`config.mk`:
```
export PLATFORM = sky130hd
export DESIGN_NAME = ums_uart_extra
export DESIGN_NICKNAME = d
export VERILOG_FILES = /design/src/ums_pkg.sv /design/src/ums_uart_extra.sv /design/src/ums_ir_encoder.sv /design/src/ums_modem_status.sv
export VERILOG_INCLUDE_DIRS = /design/src
export SDC_FILE = /design/constraint.sdc
export NUM_CORES = 1
export LEC_CHECK = 0
export ABC_AREA = 1
export BUFFER_PORTS_ARGS = -buffer_cell sky130_fd_sc_hd__clkbuf_2
export CORE_MARGIN = 2
export CORE_UTILIZATION = 30
export DETAILED_ROUTE_END_ITERATION = 8
export HOLD_SLACK_MARGIN = 0.05
export PLACE_DENSITY = 0.63
export SETUP_SLACK_MARGIN = 0.15
export SYNTH_ARGS = -nofsm -noshare
export SYNTH_HDL_FRONTEND = slang
export SYNTH_SLANG_ARGS = --single-unit
```
`constraint.sdc`:
```
create_clock -name aclk -period 1.7 [get_ports aclk]
set_clock_uncertainty 0.1 [all_clocks]
set_input_delay 0.085 -clock aclk [delete_from_list [all_inputs] [get_ports aclk]]
set_output_delay 0.085 -clock aclk [all_outputs]
set_load 0.05 [all_outputs]
```
`src/ums_defines.svh`:
```
// Register offsets, field positions, reset values and timing counts of the modem-status block
`ifndef UMS_DEFINES_SVH
`define UMS_DEFINES_SVH
// Register indices on the register bus, byte offset divided by four
`define UMS_OFF_MCR 4'h0
`define UMS_OFF_IER 4'h1
`define UMS_OFF_EFR 4'h2
`define UMS_OFF_XFR 4'h3
`define UMS_OFF_INFRARED_PULSE_WIDTH_REG 4'h4
`define UMS_OFF_LSR 4'h5
`define UMS_OFF_MSR 4'h6
// Modem control fields
`define UMS_MCR_DTR 0
`define UMS_MCR_RTS 1
`define UMS_MCR_OP1 2
`define UMS_MCR_OP2 3
`define UMS_MCR_LOOP 4
`define UMS_MCR_IR 6
// Interrupt enable fields
`define UMS_IER_LSR 2
`define UMS_IER_MSR 3
// Enhanced feature fields
`define UMS_EFR_ENH 4
`define UMS_EFR_ARTS 6
`define UMS_EFR_ACTS 7
// Extra feature fields
`define UMS_XFR_HDX 0
`define UMS_XFR_IRINV 1
`define UMS_XFR_485 2
`define UMS_XFR_BADNOW 3
`define UMS_XFR_XANY 4
`define UMS_XFR_485INV 5
// Reset values
`define UMS_RST_REG 8'h00
// Standard pulse of 3/16 bit in 16x ticks, bit length in ticks
`define UMS_IR_STD_TICKS 8'h03
`define UMS_BIT_TICKS 5'h10
`endif

```
`src/ums_pkg.sv`:
```
// Types shared by the modem-status block
package ums_pkg;
  // One register byte
  typedef logic [7:0] ums_byte_t;
  // Infrared receive decoder states
  typedef enum logic [0:0] {UMS_IR_IDLE, UMS_IR_SPACE} ums_ir_state_t;
endpackage

```
`src/ums_uart_extra.sv`:
```
// Extra-feature, line-error and modem-status logic with AXI4-Lite registers
`timescale 1ns/1ns
`default_nettype none
`include "ums_defines.svh"
module ums_uart_extra (
  // Clock, reset, enable
  input wire logic aclk,
  input wire logic aresetn,
  input wire logic ce,
  // AXI4-Lite write address
  input wire logic awvalid,
  output logic awready,
  input wire logic [4:0] awaddr,
  // AXI4-Lite write data
  input wire logic wvalid,
  output logic wready,
  input wire logic [31:0] wdata,
  input wire logic [3:0] wstrb,
  // AXI4-Lite write response
  output logic bvalid,
  input wire logic bready,
  output logic [1:0] bresp,
  // AXI4-Lite read address
  input wire logic arvalid,
  output logic arready,
  input wire logic [4:0] araddr,
  // AXI4-Lite read data
  output logic rvalid,
  input wire logic rready,
  output logic [31:0] rdata,
  output logic [1:0] rresp,
  // Receive FIFO events from the core
  input wire logic rxf_push,
  input wire logic rxf_push_err,
  input wire logic rxf_pop,
  input wire logic rxf_head_valid,
  input wire logic rxf_head_new,
  input wire logic [2:0] rxf_head_err,
  input wire logic rxf_above_trig,
  // Transmitter link from the core
  input wire logic tx_serial,
  input wire logic tx_busy,
  input wire logic tx_bit_start,
  input wire logic baud16_tick,
  output logic tx_hold,
  output logic tx_resume,
  // Serial data to the receiver core
  output logic rx_serial,
  // Interrupt requests to the core
  output logic lsr_irq,
  output logic msr_irq,
  // Modem pins, active low
  input wire logic cts_n,
  input wire logic dsr_n,
  input wire logic ri_n,
  input wire logic cd_n,
  input wire logic rx_pin,
  output logic rts_n,
  output logic dtr_n,
  output logic op1_n,
  output logic op2_n,
  output logic tx_pin,
  // Infrared pins
  input wire logic ir_rx,
  output logic ir_tx
);
  import ums_pkg::*;
  localparam int NPIN = 6;
  localparam int ERRW = 6;

  // Register offset decoder, shared by both paths
  function automatic logic [3:0] reg_index(input logic [4:0] a);
    reg_index = {1'b0, a[4:2]};
  endfunction

  // Registers
  ums_byte_t modem_control_reg; // Modem control
  ums_byte_t interrupt_enable_reg; // Interrupt enables
  ums_byte_t enhanced_feature_reg; // Enhanced features
  ums_byte_t extra_feature_reg; // Extra features, write only
  ums_byte_t infrared_pulse_width_reg; // Pulse width, write only
  ums_byte_t line_status_reg; // Line status image
  ums_byte_t modem_line_status_reg; // Modem status image

  // Write path holding
  logic aw_held; // Address captured
  logic w_held; // Data captured
  logic [4:0] awaddr_q; // Captured address
  logic [7:0] wdata_q; // Captured low byte
  logic wlane_q; // Low lane enabled
  logic do_write; // Both halves present
  logic [3:0] widx; // Write register index
  logic [3:0] ridx; // Read register index
  logic rd_take; // Read address accepted
  logic rd_lsr; // Line status read pulse
  logic rd_msr; // Modem status read pulse

  // Pin synchronisers: cts, dsr, ri, cd, rx, ir
  logic [NPIN-1:0] pin_raw;
  logic [NPIN-1:0] pin_meta;
  logic [NPIN-1:0] pin_sync;

  // Line error state
  logic [ERRW-1:0] err_count; // Error entries held in FIFO
  logic lsr_flag; // Sticky error event

  // Modem status inputs
  logic loop_en; // Local loopback active
  logic ir_en; // Infrared routing active
  logic [3:0] msr_cur; // cd, ri, dsr, cts active high

  // Infrared receive decoder
  ums_ir_state_t ir_state;
  logic [4:0] ir_ticks; // Ticks left in decoded space
  logic ir_pulse; // Pulse seen on the receive pin
  logic ir_rx_data; // Decoded serial level
  logic ir_tx_raw; // Encoder output

  // Synchroniser pins gathered for the loop
  assign pin_raw = {ir_rx, rx_pin, cd_n, ri_n, dsr_n, cts_n};

  // Two flip-flop synchroniser for every pin input
  genvar gi;
  generate
    for (gi = 0; gi < NPIN; gi++) begin : g_sync
      always_ff @(posedge aclk) begin
        if (!aresetn) begin
          pin_meta[gi] <= 1'b1;
          pin_sync[gi] <= 1'b1;
        end else if (ce) begin
          pin_meta[gi] <= pin_raw[gi];
          pin_sync[gi] <= pin_meta[gi];
        end
      end
    end
  endgenerate

  // Bus handshakes
  assign awready = !aw_held && !bvalid;
  assign wready = !w_held && !bvalid;
  assign arready = !rvalid;
  assign do_write = aw_held && w_held && !bvalid;
  assign widx = reg_index(awaddr_q);
  assign ridx = reg_index(araddr);
  assign rd_take = arvalid && arready && ce;
  assign rd_lsr = rd_take && ridx == `UMS_OFF_LSR;
  assign rd_msr = rd_take && ridx == `UMS_OFF_MSR;

  // Write address and data taken in either order
  always_ff @(posedge aclk) begin
    if (!aresetn) begin
      aw_held <= 1'b0;
      w_held <= 1'b0;
      awaddr_q <= 5'h00;
      wdata_q <= 8'h00;
      wlane_q <= 1'b0;
    end else if (ce) begin
      if (awvalid && awready) begin
        aw_held <= 1'b1;
        awaddr_q <= awaddr;
      end else if (do_write) begin
        aw_held <= 1'b0;
      end
      if (wvalid && wready) begin
        w_held <= 1'b1;
        wdata_q <= wdata[7:0];
        wlane_q <= wstrb[0];
      end else if (do_write) begin
        w_held <= 1'b0;
      end
    end
  end

  // Write response; unmapped or read-only offsets answer SLVERR
  always_ff @(posedge aclk) begin
    if (!aresetn) begin
      bvalid <= 1'b0;
      bresp <= 2'h0;
    end else if (ce) begin
      if (do_write) begin
        bvalid <= 1'b1;
        bresp <= (widx <= `UMS_OFF_INFRARED_PULSE_WIDTH_REG) ? 2'h0 : 2'h2;
      end else if (bready) begin
        bvalid <= 1'b0;
      end
    end
  end

  // Software-written registers; enhanced bits locked unless enabled
  always_ff @(posedge aclk) begin
    if (!aresetn) begin
      modem_control_reg <= `UMS_RST_REG;
      interrupt_enable_reg <= `UMS_RST_REG;
      enhanced_feature_reg <= `UMS_RST_REG;
      extra_feature_reg <= `UMS_RST_REG;
      infrared_pulse_width_reg <= `UMS_RST_REG;
    end else if (ce && do_write && wlane_q) begin
      case (widx)
        `UMS_OFF_MCR: begin
          modem_control_reg[4:0] <= wdata_q[4:0];
          if (enhanced_feature_reg[`UMS_EFR_ENH]) begin
            modem_control_reg[7:5] <= wdata_q[7:5];
          end
        end
        `UMS_OFF_IER: begin
          interrupt_enable_reg[3:0] <= wdata_q[3:0];
          if (enhanced_feature_reg[`UMS_EFR_ENH]) begin
            interrupt_enable_reg[7:4] <= wdata_q[7:4];
          end
        end
        `UMS_OFF_EFR: begin
          enhanced_feature_reg <= wdata_q;
        end
        `UMS_OFF_XFR: begin
          // Upper two bits stored as zero
          if (enhanced_feature_reg[`UMS_EFR_ENH]) begin
            extra_feature_reg <= {2'b00, wdata_q[5:0]};
          end
        end
        `UMS_OFF_INFRARED_PULSE_WIDTH_REG: begin
          if (enhanced_feature_reg[`UMS_EFR_ENH]) begin
            infrared_pulse_width_reg <= wdata_q;
          end
        end
        default: begin
          // Other offsets store nothing
        end
      endcase
    end
  end

  // Read data; write-only registers read back zero
  always_ff @(posedge aclk) begin
    if (!aresetn) begin
      rvalid <= 1'b0;
      rdata <= 32'h00000000;
      rresp <= 2'h0;
    end else if (ce) begin
      if (rd_take) begin
        rvalid <= 1'b1;
        rresp <= 2'h0;
        case (ridx)
          `UMS_OFF_MCR: rdata <= {24'h000000, modem_control_reg};
          `UMS_OFF_IER: rdata <= {24'h000000, interrupt_enable_reg};
          `UMS_OFF_EFR: rdata <= {24'h000000, enhanced_feature_reg};
          `UMS_OFF_XFR: rdata <= 32'h00000000;
          `UMS_OFF_INFRARED_PULSE_WIDTH_REG: rdata <= 32'h00000000;
          `UMS_OFF_LSR: rdata <= {24'h000000, line_status_reg};
          `UMS_OFF_MSR: rdata <= {24'h000000, modem_line_status_reg};
          default: begin
            rdata <= 32'h00000000;
            rresp <= 2'h2;
          end
        endcase
      end else if (rready) begin
        rvalid <= 1'b0;
      end
    end
  end

  // Count erroneous entries held in the receive FIFO
  always_ff @(posedge aclk) begin
    if (!aresetn) begin
      err_count <= '0;
    end else if (ce) begin
      case ({rxf_push && rxf_push_err, rxf_pop && rxf_head_valid && (|rxf_head_err)})
        2'b10: err_count <= err_count + 1'b1;
        2'b01: err_count <= err_count - 1'b1;
        default: err_count <= err_count;
      endcase
    end
  end

  // Line status image: summary, error kinds at read position, data ready
  assign line_status_reg = {(err_count != '0), 2'b00, rxf_head_err & {3{rxf_head_valid}}, 1'b0,
                            rxf_head_valid};

  // Receive error event, early or at read position; set wins over read
  always_ff @(posedge aclk) begin
    if (!aresetn) begin
      lsr_flag <= 1'b0;
    end else if (ce) begin
      if ((rxf_head_new && rxf_head_valid && (|rxf_head_err)) ||
          (extra_feature_reg[`UMS_XFR_BADNOW] && rxf_push && rxf_push_err)) begin
        lsr_flag <= 1'b1;
      end else if (rd_lsr) begin
        lsr_flag <= 1'b0;
      end
    end
  end

  // Line status interrupt request
  assign lsr_irq = lsr_flag && interrupt_enable_reg[`UMS_IER_LSR];

  // Mode bits
  assign loop_en = modem_control_reg[`UMS_MCR_LOOP];
  assign ir_en = modem_control_reg[`UMS_MCR_IR];

  // Status sources: inverted pins, or control bits in loopback
  assign msr_cur = loop_en ? {modem_control_reg[`UMS_MCR_OP2], modem_control_reg[`UMS_MCR_OP1],
                              modem_control_reg[`UMS_MCR_DTR], modem_control_reg[`UMS_MCR_RTS]}
                           : ~pin_sync[3:0];

  // Change flags and modem status image
  ums_modem_status u_msr (
    .aclk(aclk),
    .aresetn(aresetn),
    .ce(ce),
    .cur(msr_cur),
    .rd_clear(rd_msr),
    .status(modem_line_status_reg)
  );

  // Modem status interrupt request
  assign msr_irq = (|modem_line_status_reg[3:0]) && interrupt_enable_reg[`UMS_IER_MSR];

  // Infrared pulse: inverted input idles high
  assign ir_pulse = pin_sync[5] ^ extra_feature_reg[`UMS_XFR_IRINV] &&
                    !(extra_feature_reg[`UMS_XFR_HDX] && tx_busy);

  // Decoder stretches each pulse to one zero bit
  always_ff @(posedge aclk) begin
    if (!aresetn) begin
      ir_state <= UMS_IR_IDLE;
      ir_ticks <= 5'h00;
    end else if (ce) begin
      case (ir_state)
        UMS_IR_IDLE: begin
          if (ir_en && ir_pulse) begin
            ir_state <= UMS_IR_SPACE;
            ir_ticks <= `UMS_BIT_TICKS;
          end
        end
        UMS_IR_SPACE: begin
          if (!ir_en) begin
            ir_state <= UMS_IR_IDLE;
          end else if (baud16_tick) begin
            if (ir_ticks == 5'h01) begin
              ir_state <= UMS_IR_IDLE;
            end
            ir_ticks <= ir_ticks - 5'h01;
          end
        end
        default: ir_state <= UMS_IR_IDLE;
      endcase
    end
  end

  // Decoded level is low during a stretched space
  assign ir_rx_data = (ir_state == UMS_IR_IDLE);

  // Receiver input selection
  assign rx_serial = loop_en ? tx_serial : (ir_en ? ir_rx_data : pin_sync[4]);

  // Infrared transmit encoder
  ums_ir_encoder u_enc (
    .aclk(aclk),
    .aresetn(aresetn),
    .ce(ce),
    .enable(ir_en && !loop_en),
    .bit_start(tx_bit_start),
    .tx_bit(tx_serial),
    .baud16_tick(baud16_tick),
    .pulse_width(infrared_pulse_width_reg),
    .ir_tx(ir_tx_raw)
  );

  // Serial pins; infrared output idles low, loopback holds marks
  assign ir_tx = ir_tx_raw;
  assign tx_pin = (loop_en || ir_en) ? 1'b1 : tx_serial;

  // Request-to-send pin: RS-485 direction, auto flow or plain bit
  always_comb begin
    if (loop_en) begin
      rts_n = 1'b1;
    end else if (extra_feature_reg[`UMS_XFR_485]) begin
      if (extra_feature_reg[`UMS_XFR_485INV]) begin
        rts_n = modem_control_reg[`UMS_MCR_RTS] ? !tx_busy : 1'b1;
      end else begin
        rts_n = tx_busy;
      end
    end else if (enhanced_feature_reg[`UMS_EFR_ARTS] && rxf_above_trig) begin
      rts_n = 1'b1;
    end else begin
      rts_n = !modem_control_reg[`UMS_MCR_RTS];
    end
  end

  // Other modem outputs, released in loopback
  assign dtr_n = loop_en || !modem_control_reg[`UMS_MCR_DTR];
  assign op1_n = loop_en || !modem_control_reg[`UMS_MCR_OP1];
  assign op2_n = loop_en || !modem_control_reg[`UMS_MCR_OP2];

  // Transmitter pause while auto CTS sees the pin high
  assign tx_hold = enhanced_feature_reg[`UMS_EFR_ACTS] && !msr_cur[0];

  // Any received character resumes under receive software flow control
  assign tx_resume = ce && rxf_push && extra_feature_reg[`UMS_XFR_XANY] &&
                     (|enhanced_feature_reg[1:0]);
endmodule
`default_nettype wire

```
`src/ums_ir_encoder.sv`:
```
// Infrared transmit pulse encoder with programmable width
`timescale 1ns/1ns
`default_nettype none
`include "ums_defines.svh"
module ums_ir_encoder (
  // Clock and control
  input wire logic aclk,
  input wire logic aresetn,
  input wire logic ce,
  input wire logic enable,
  // Transmit bit stream
  input wire logic bit_start,
  input wire logic tx_bit,
  input wire logic baud16_tick,
  input wire ums_pkg::ums_byte_t pulse_width,
  // Infrared output
  output logic ir_tx
);
  import ums_pkg::*;
  logic [7:0] cnt; // Remaining pulse length
  logic use_ticks; // Count 16x ticks instead of clocks

  // Pulse counter, idle low when disabled
  always_ff @(posedge aclk) begin
    if (!aresetn) begin
      cnt <= 8'h00;
      use_ticks <= 1'b0;
    end else if (ce) begin
      if (!enable) begin
        cnt <= 8'h00;
      end else if (bit_start && !tx_bit) begin
        // Zero bit starts a pulse
        cnt <= (pulse_width == 8'h00) ? `UMS_IR_STD_TICKS : pulse_width;
        use_ticks <= (pulse_width == 8'h00);
      end else if (cnt != 8'h00 && (!use_ticks || baud16_tick)) begin
        cnt <= cnt - 8'h01;
      end
    end
  end

  // Output high while the pulse runs
  assign ir_tx = |cnt;
endmodule
`default_nettype wire

```
`src/ums_modem_status.sv`:
```
// Modem status bits with change flags cleared by a read
`timescale 1ns/1ns
`default_nettype none
`include "ums_defines.svh"
module ums_modem_status (
  // Clock and control
  input wire logic aclk,
  input wire logic aresetn,
  input wire logic ce,
  // Current status, active high: cd, ri, dsr, cts
  input wire logic [3:0] cur,
  input wire logic rd_clear,
  // Register image
  output ums_pkg::ums_byte_t status
);
  import ums_pkg::*;
  logic [3:0] prev; // Status seen last cycle
  logic [3:0] delta; // Sticky change flags
  logic [3:0] set_ev; // Change events this cycle

  // Toggle detect; ring flags only at end of ring
  always_comb begin
    set_ev = (cur ^ prev) & 4'hB;
    set_ev[2] = prev[2] & ~cur[2];
  end

  // Previous value and flags; set wins over read clear
  always_ff @(posedge aclk) begin
    if (!aresetn) begin
      prev <= 4'h0;
      delta <= 4'h0;
    end else if (ce) begin
      prev <= cur;
      delta <= (delta & {4{~rd_clear}}) | set_ev;
    end
  end

  assign status = {cur, delta};
endmodule
`default_nettype wire

```
== After elaboration in Yosys (flattened, before gate mapping) ==
Cells that the tools add are included.
Word-level totals
  flip-flop bits (word level): 134
  input port bits: 73
  output and inout bits: 52
  word-level logic and storage cells: 192
Cells by class
  $add $sub $neg: 4
  $lt $le $gt $ge: 1
  equality and inequality tests: 17
  muxes and demuxes: 35
  bitwise logic cells: 10
  reductions and logical operators: 88
Operator list (count)
  $pmux W8 S5: 1
  $logic_and A1 B1 Y1: 32
  $mux W8: 4
  $reduce_and A2 Y1: 14
  $mux W1: 21
  $mux W5: 3
  $reduce_and A3 Y1: 5
  $logic_not A1 Y1: 14
  $eq A3 B2 Y1 const B: 4
  $eq A3 B3 Y1 const B: 4
  $pmux W6 S2: 1
  $reduce_bool A2 Y1: 6
  $pmux W5 S2: 1
  $logic_not A4 Y1: 2
  $logic_not A8 Y1: 1
  $reduce_bool A8 Y1: 1
  $reduce_or A8 Y1: 1
  $sub A8 B1 Y8 const B: 1
  $reduce_or A7 Y1: 1
  $add A6 B1 Y6 const B: 1
  $eq A3 B1 Y1 const B: 2
  $logic_or A1 B1 Y1: 6
  $reduce_bool A6 Y1: 1
  $sub A6 B1 Y6 const B: 1
  23 further kinds: 27

== Logic depth before layout (Yosys ltp) ==
  depth after elaboration: 7
  depth in mapped cells: 14
  gate-level depth less buffers: 14

== Modules after synthesis ==
A second synthesis with hierarchy kept.
Second synthesis, totals
  cells, all modules: 789
  area total of the unflattened synthesis: 5387.7 µm²
By module, submodules not included
  ums_uart_extra: times used 1, cells each 622, area an instance 4309.1 µm², sequential area each 1781.7 µm²
  ums_ir_encoder: times used 1, cells each 119, area an instance 719.4 µm², sequential area each 180.2 µm²
  ums_modem_status: times used 1, cells each 48, area an instance 359.1 µm², sequential area each 160.2 µm²

== Least setup slack after synthesis ==
OpenSTA, ideal clock, no wires.
  path kind: reg-to-reg
  start point: register bvalid
  end point: register w_held
  arrival time: 2021 ps
  required time: 1529 ps
  slack: -492 ps
  cell stages (with the launch flop): 5
  path buffers: 1
  period minus slack after synthesis: 2192 ps
  cells stage by stage: dfxtp_1 -> nor2_1 -> nand3_1 -> clkbuf_1 -> a21oi_1
On the way
  longest elaborated chain between the ends: 5
Ends and longest elaborated chain
  start: declaration: RTL line ums_uart_extra.sv:20  | output logic bvalid,
  start signal: assignment: RTL line ums_uart_extra.sv:177  | bvalid <= 1'b0;
  start signal: assignment: RTL line ums_uart_extra.sv:181  | bvalid <= 1'b1;
  start signal: assignment: RTL line ums_uart_extra.sv:184  | bvalid <= 1'b0;
  $logic_not A1 Y1 *: RTL line ums_uart_extra.sv:140  | assign wready = !w_held && !bvalid;
  $logic_and A1 B1 Y1 *: RTL line ums_uart_extra.sv:140
  named net wready: RTL line ums_uart_extra.sv:16  | output logic wready,
  $logic_and A1 B1 Y1 *: RTL line ums_uart_extra.sv:164  | if (wvalid && wready) begin
  $reduce_bool A2 Y1 (no line)
  $reduce_and A2 Y1 (no line)
  end signal: assignment: RTL line ums_uart_extra.sv:153  | w_held <= 1'b0;
  end signal: assignment: RTL line ums_uart_extra.sv:165  | w_held <= 1'b1;
  end signal: assignment: RTL line ums_uart_extra.sv:169  | w_held <= 1'b0;
  end: declaration: RTL line ums_uart_extra.sv:87  | logic w_held;
Mark *: on every way through the listed nets, which the timed path passes. The rest lies on a longest branch.
A chain may end at the register's enable or synchronous reset.

== Final worst setup path ==
  start point: register modem_control_reg[6]
  end point: output rx_serial
On the way
  longest elaborated chain between the ends: 2
Ends and longest elaborated chain
  start: declaration: RTL line ums_uart_extra.sv:77  | ums_byte_t modem_control_reg;
  start signal: assignment: RTL line ums_uart_extra.sv:192  | modem_control_reg <= `UMS_RST_REG;
  start signal: assignment: RTL line ums_uart_extra.sv:202  | modem_control_reg[7:5] <= wdata_q[7:5];
  $mux W1 (2 in a row): RTL line ums_uart_extra.sv:353  | assign rx_serial = loop_en ? tx_serial : (ir_en ? ir_rx_data : pin_sync[4]);
  end: declaration: RTL line ums_uart_extra.sv:48  | output logic rx_serial,
No other way between the ends.

==> summary.md <==
The run finished with clean final reports. The total count of max-transition violations in the final report is 0. Setup repair after global routing could not meet its margin everywhere.

The die is 134 um tall. Data on the critical path is required at its endpoint by 1.51 ns. After clock tree synthesis, the clock-pin slew on the worst setup and hold paths is 0.07 ns. The slew at the pin closest to its max-slew limit is 0.620 ns. Top flip-flop cell by instance count after synthesis: sky130_fd_sc_hd__dfxtp_1. The x dimension of the die works out to 134 um. After global routing the overflow that remains totals 0. The power per standard cell area is 819 nW/um2, and the sequential-to-total area share from yosys stat is 0.416. In the post-synthesis netlist, the biggest area contributors are sky130_fd_sc_hd__dfxtp_1 42%, sky130_fd_sc_hd__nand2_1 11%, sky130_fd_sc_hd__a21oi_1 9.2%. The core region is 16600 um2. The Yosys step of the flow raised 0 warnings. The share of cells above drive strength 1 is 0.225, and the global-route wire length before repair is 22400 um. The tools report the final-report hold violation count as 0.

The worst hold path begins at arvalid. The synthesized netlist occupies a cell area of 5100 um2. The XOR/XNOR share of the synthesized area was 0.0137.

The run gives 930 as the number of nets in the layout. Number of placed I/O pins: 125. In this run the worst setup path begins at modem_control_reg[6].

Combinational family with the most area after synthesis: simple AND/OR/NAND/NOR gates. Number of synthesized flops with an enable pin: 0. Entering global routing, the biggest net connects 67 pins.

The worst setup path is captured at a primary output. Compared with the post-synthesis result, the final layout area differs by 30.8%. The startpoint identified for the worst register-to-register timing path is modem_control_reg[4]. No sink is reached through more buffers than the 2 on the longest clock path. Summing over every cut layer, the via total after detailed routing is 4927.

CTS saw 106 sinks. The final core utilization is 0.402, and the compound-gate portion of the synthesized area is 0.197. After the first detailed-routing iteration, the DRC count stood at 253. The tools report the library cell used as clock root buffer as sky130_fd_sc_hd__clkbuf_16. The ratio of routed vias to standard cells works out to 4.58. The multiplexer share of the synthesized area was 0; the highest clock frequency the design can meet was 654 MHz. Counting every instance in the synthesized netlist gives 724. In the routed design, unresolved DRC markers number 0. Routability-driven placement finished with a final weighted congestion of 0.837. The run gives 3 as the number of H-tree levels. The repair_antennas step left the layout with diodes totalling 0. The detail route stage leaves a number of antenna-violating nets equal to 0. The adder-cell share of the synthesized area is 0.0172, and the critical-path maximum fanout is 5. The starting density of the core was 0.307; the final critical-path share of the clock period was 0.899. VDD sags by at most 0.436 mV. The initial antenna violation count is 0.

Counting flops and latches in the post-synthesis netlist gives 106. STA classifies the critical path startpoint as a register. Summed over all cells, the static leakage comes to 2.87 nW. Yosys instantiated no cell more often than sky130_fd_sc_hd__nand2_1. Counting I/O delays and the setup requirement, the final critical path takes 1.53 ns.

Routed wire length per instance: 12.9 um. Counting the fill cells in the layout gives 1779. In this run the tool buffered the top-level ports with 67 buffer cells. Dividing the synthesized area by the synthesized cell count gives 7.04 um2. Summed over all failing endpoints, the final setup total negative slack is 0 ns. The area share of the leading cell type in the synthesized netlist is 0.416.

The number of max-capacitance violations reported was 0; the first-pass iteration count of the detailed router was 5. The area share of and/or/nand/nor cells after synthesis came out at 0.234. The run gives 0 as the count of final setup violators. The run gives 4422 as the via count of the first global-routing pass.

The tightest slew margin relative to the limit came out at 0.587. Ranked by instance count, the synthesized netlist is headed by 149 x sky130_fd_sc_hd__nand2_1, 106 x sky130_fd_sc_hd__dfxtp_1, 94 x sky130_fd_sc_hd__a21oi_1, 83 x sky130_fd_sc_hd__inv_1, 79 x sky130_fd_sc_hd__o21ai_0. The number of placement rows is 47. Post-detailed-placement half-perimeter wirelength: 9940 um.

The number of different library cells used by synthesis comes to 38. By startpoint and endpoint, the worst setup path is classified as reg2out. STA puts the critical path data arrival time at 1.34 ns.

TritonCTS built the clock tree. Global routing usage summed across all routing layers: 0.157. The fraction of registers with async set or reset after synthesis is 0. The later pin in the worst-skew pair is clocked with a latency of 0.35 ns.

For the sum of routed wire length over all layers, the log shows 13900 um. Clock tree synthesis inserted a total of 9 buffers. The die area came out at 18100 um2.

Post-synthesis cell type with the largest combined area: sky130_fd_sc_hd__dfxtp_1. The type of the most critical hold path is in2reg.
-- layer usage --
metal  wire, um  vias to the layer above  global-route usage
met3        752                       14              0.0344
li1           -                     2586                   -
met1       6660                     2196               0.217
met2       6320                      131               0.245
met5          0                        -                   0
met4        187                        0              0.0450
-- cells by family (layout without fill, tap and decap cells) --
family,after synthesis,after routing
AND/OR/NAND/NOR,275,275
AO/OA/AOI/OAI,191,191
buffers and inverters,136,242
flip-flops,106,106
XOR/XNOR,8,8
adder cells (fa/ha/maj),7,7
other,1,26
-- stage by stage --
| step | area (um2) | worst slack, ns | std cells | hold slack, ns | power [mW] |
|---|---|---|---|---|---|
| global placement | 5780 | -0.0309 | 1014 | 0.204 | 3.38 |
| global route | 6670 | 0.0835 | 1075 | 0.0621 | 5.70 |
| finish | 6670 | 0.172 | 1075 | 0.0578 | 5.46 |
| CTS | 6470 | 0.115 | 1063 | 0.0574 | 5.48 |
| detailed placement | 5780 | -0.0939 | 1014 | 0.211 | 3.38 |
| floorplan | 5260 | 0.154 | 749 | 0.111 | 3.21 |
-- path summary, 6_finish.rpt --
check | to | slack, ns | depth (start not counted)
worst max-delay path | rx_serial | 0.17 | 4
worst min-delay path | rvalid | 0.06 | 3
worst max register to register | rdata[7] | 0.17 | 7
worst min register to register | interrupt_enable_reg[1] | 0.35 | 2
-- placed cells by master (no fill, tap or decap), drive strengths merged --
cell type	instances
nand4	8
conb	26
a21oi	94
nand3b	2
and3	1
o2111ai	3
nand3	50
inv	87
xnor2	3
o211ai	6
dfxtp	106
or3	1
nor4	1
or2	2
a31oi	1
nand2	149
clkinvlp	3
o21ai	80
nor2	53
a21o	3
a22oi	1
buf	47
clkinv	1
nor3	7
o221ai	2
ha	7
dlygate4sd3	26
xor2	5
nor2b	1
clkbuf	78
o22ai	1
-- report_power, final --
group	switching [mW]	leakage [nW]	internal, mW
sequential	0.0638	0.870	2.56
clock	0.965	0.136	1.09
combinational	0.527	1.86	0.266
-- worst max-delay path: stages, from the launching register on --
cell	delay, ns
sky130_fd_sc_hd__dfxtp_4	0.36
sky130_fd_sc_hd__buf_4	0.14
sky130_fd_sc_hd__o211ai_1	0.19
sky130_fd_sc_hd__o21ai_1	0.11
sky130_fd_sc_hd__clkbuf_8	0.19
-- cell type report --
type	instances	area [um2]	share of cell area
Tap cell	220	275	0.0413
Clock inverter	4	32.5	0.00488
Timing Repair Buffer	139	1020	0.154
Clock buffer	12	256	0.0385
Sequential cell	106	2150	0.323
Multi-Input combinational cell	507	2590	0.389
Inverter	87	334	0.0501
-- what timing repair did --
item	CTS	global route
setup endpoints to repair	30	53
hold buffers	26	0
cloned	1	0
resized for setup	18	54
pin swaps	3	11
hold endpoints to repair	22	0
buffers inserted	6	12
No activity file was read; power rests on OpenSTA's default activity.
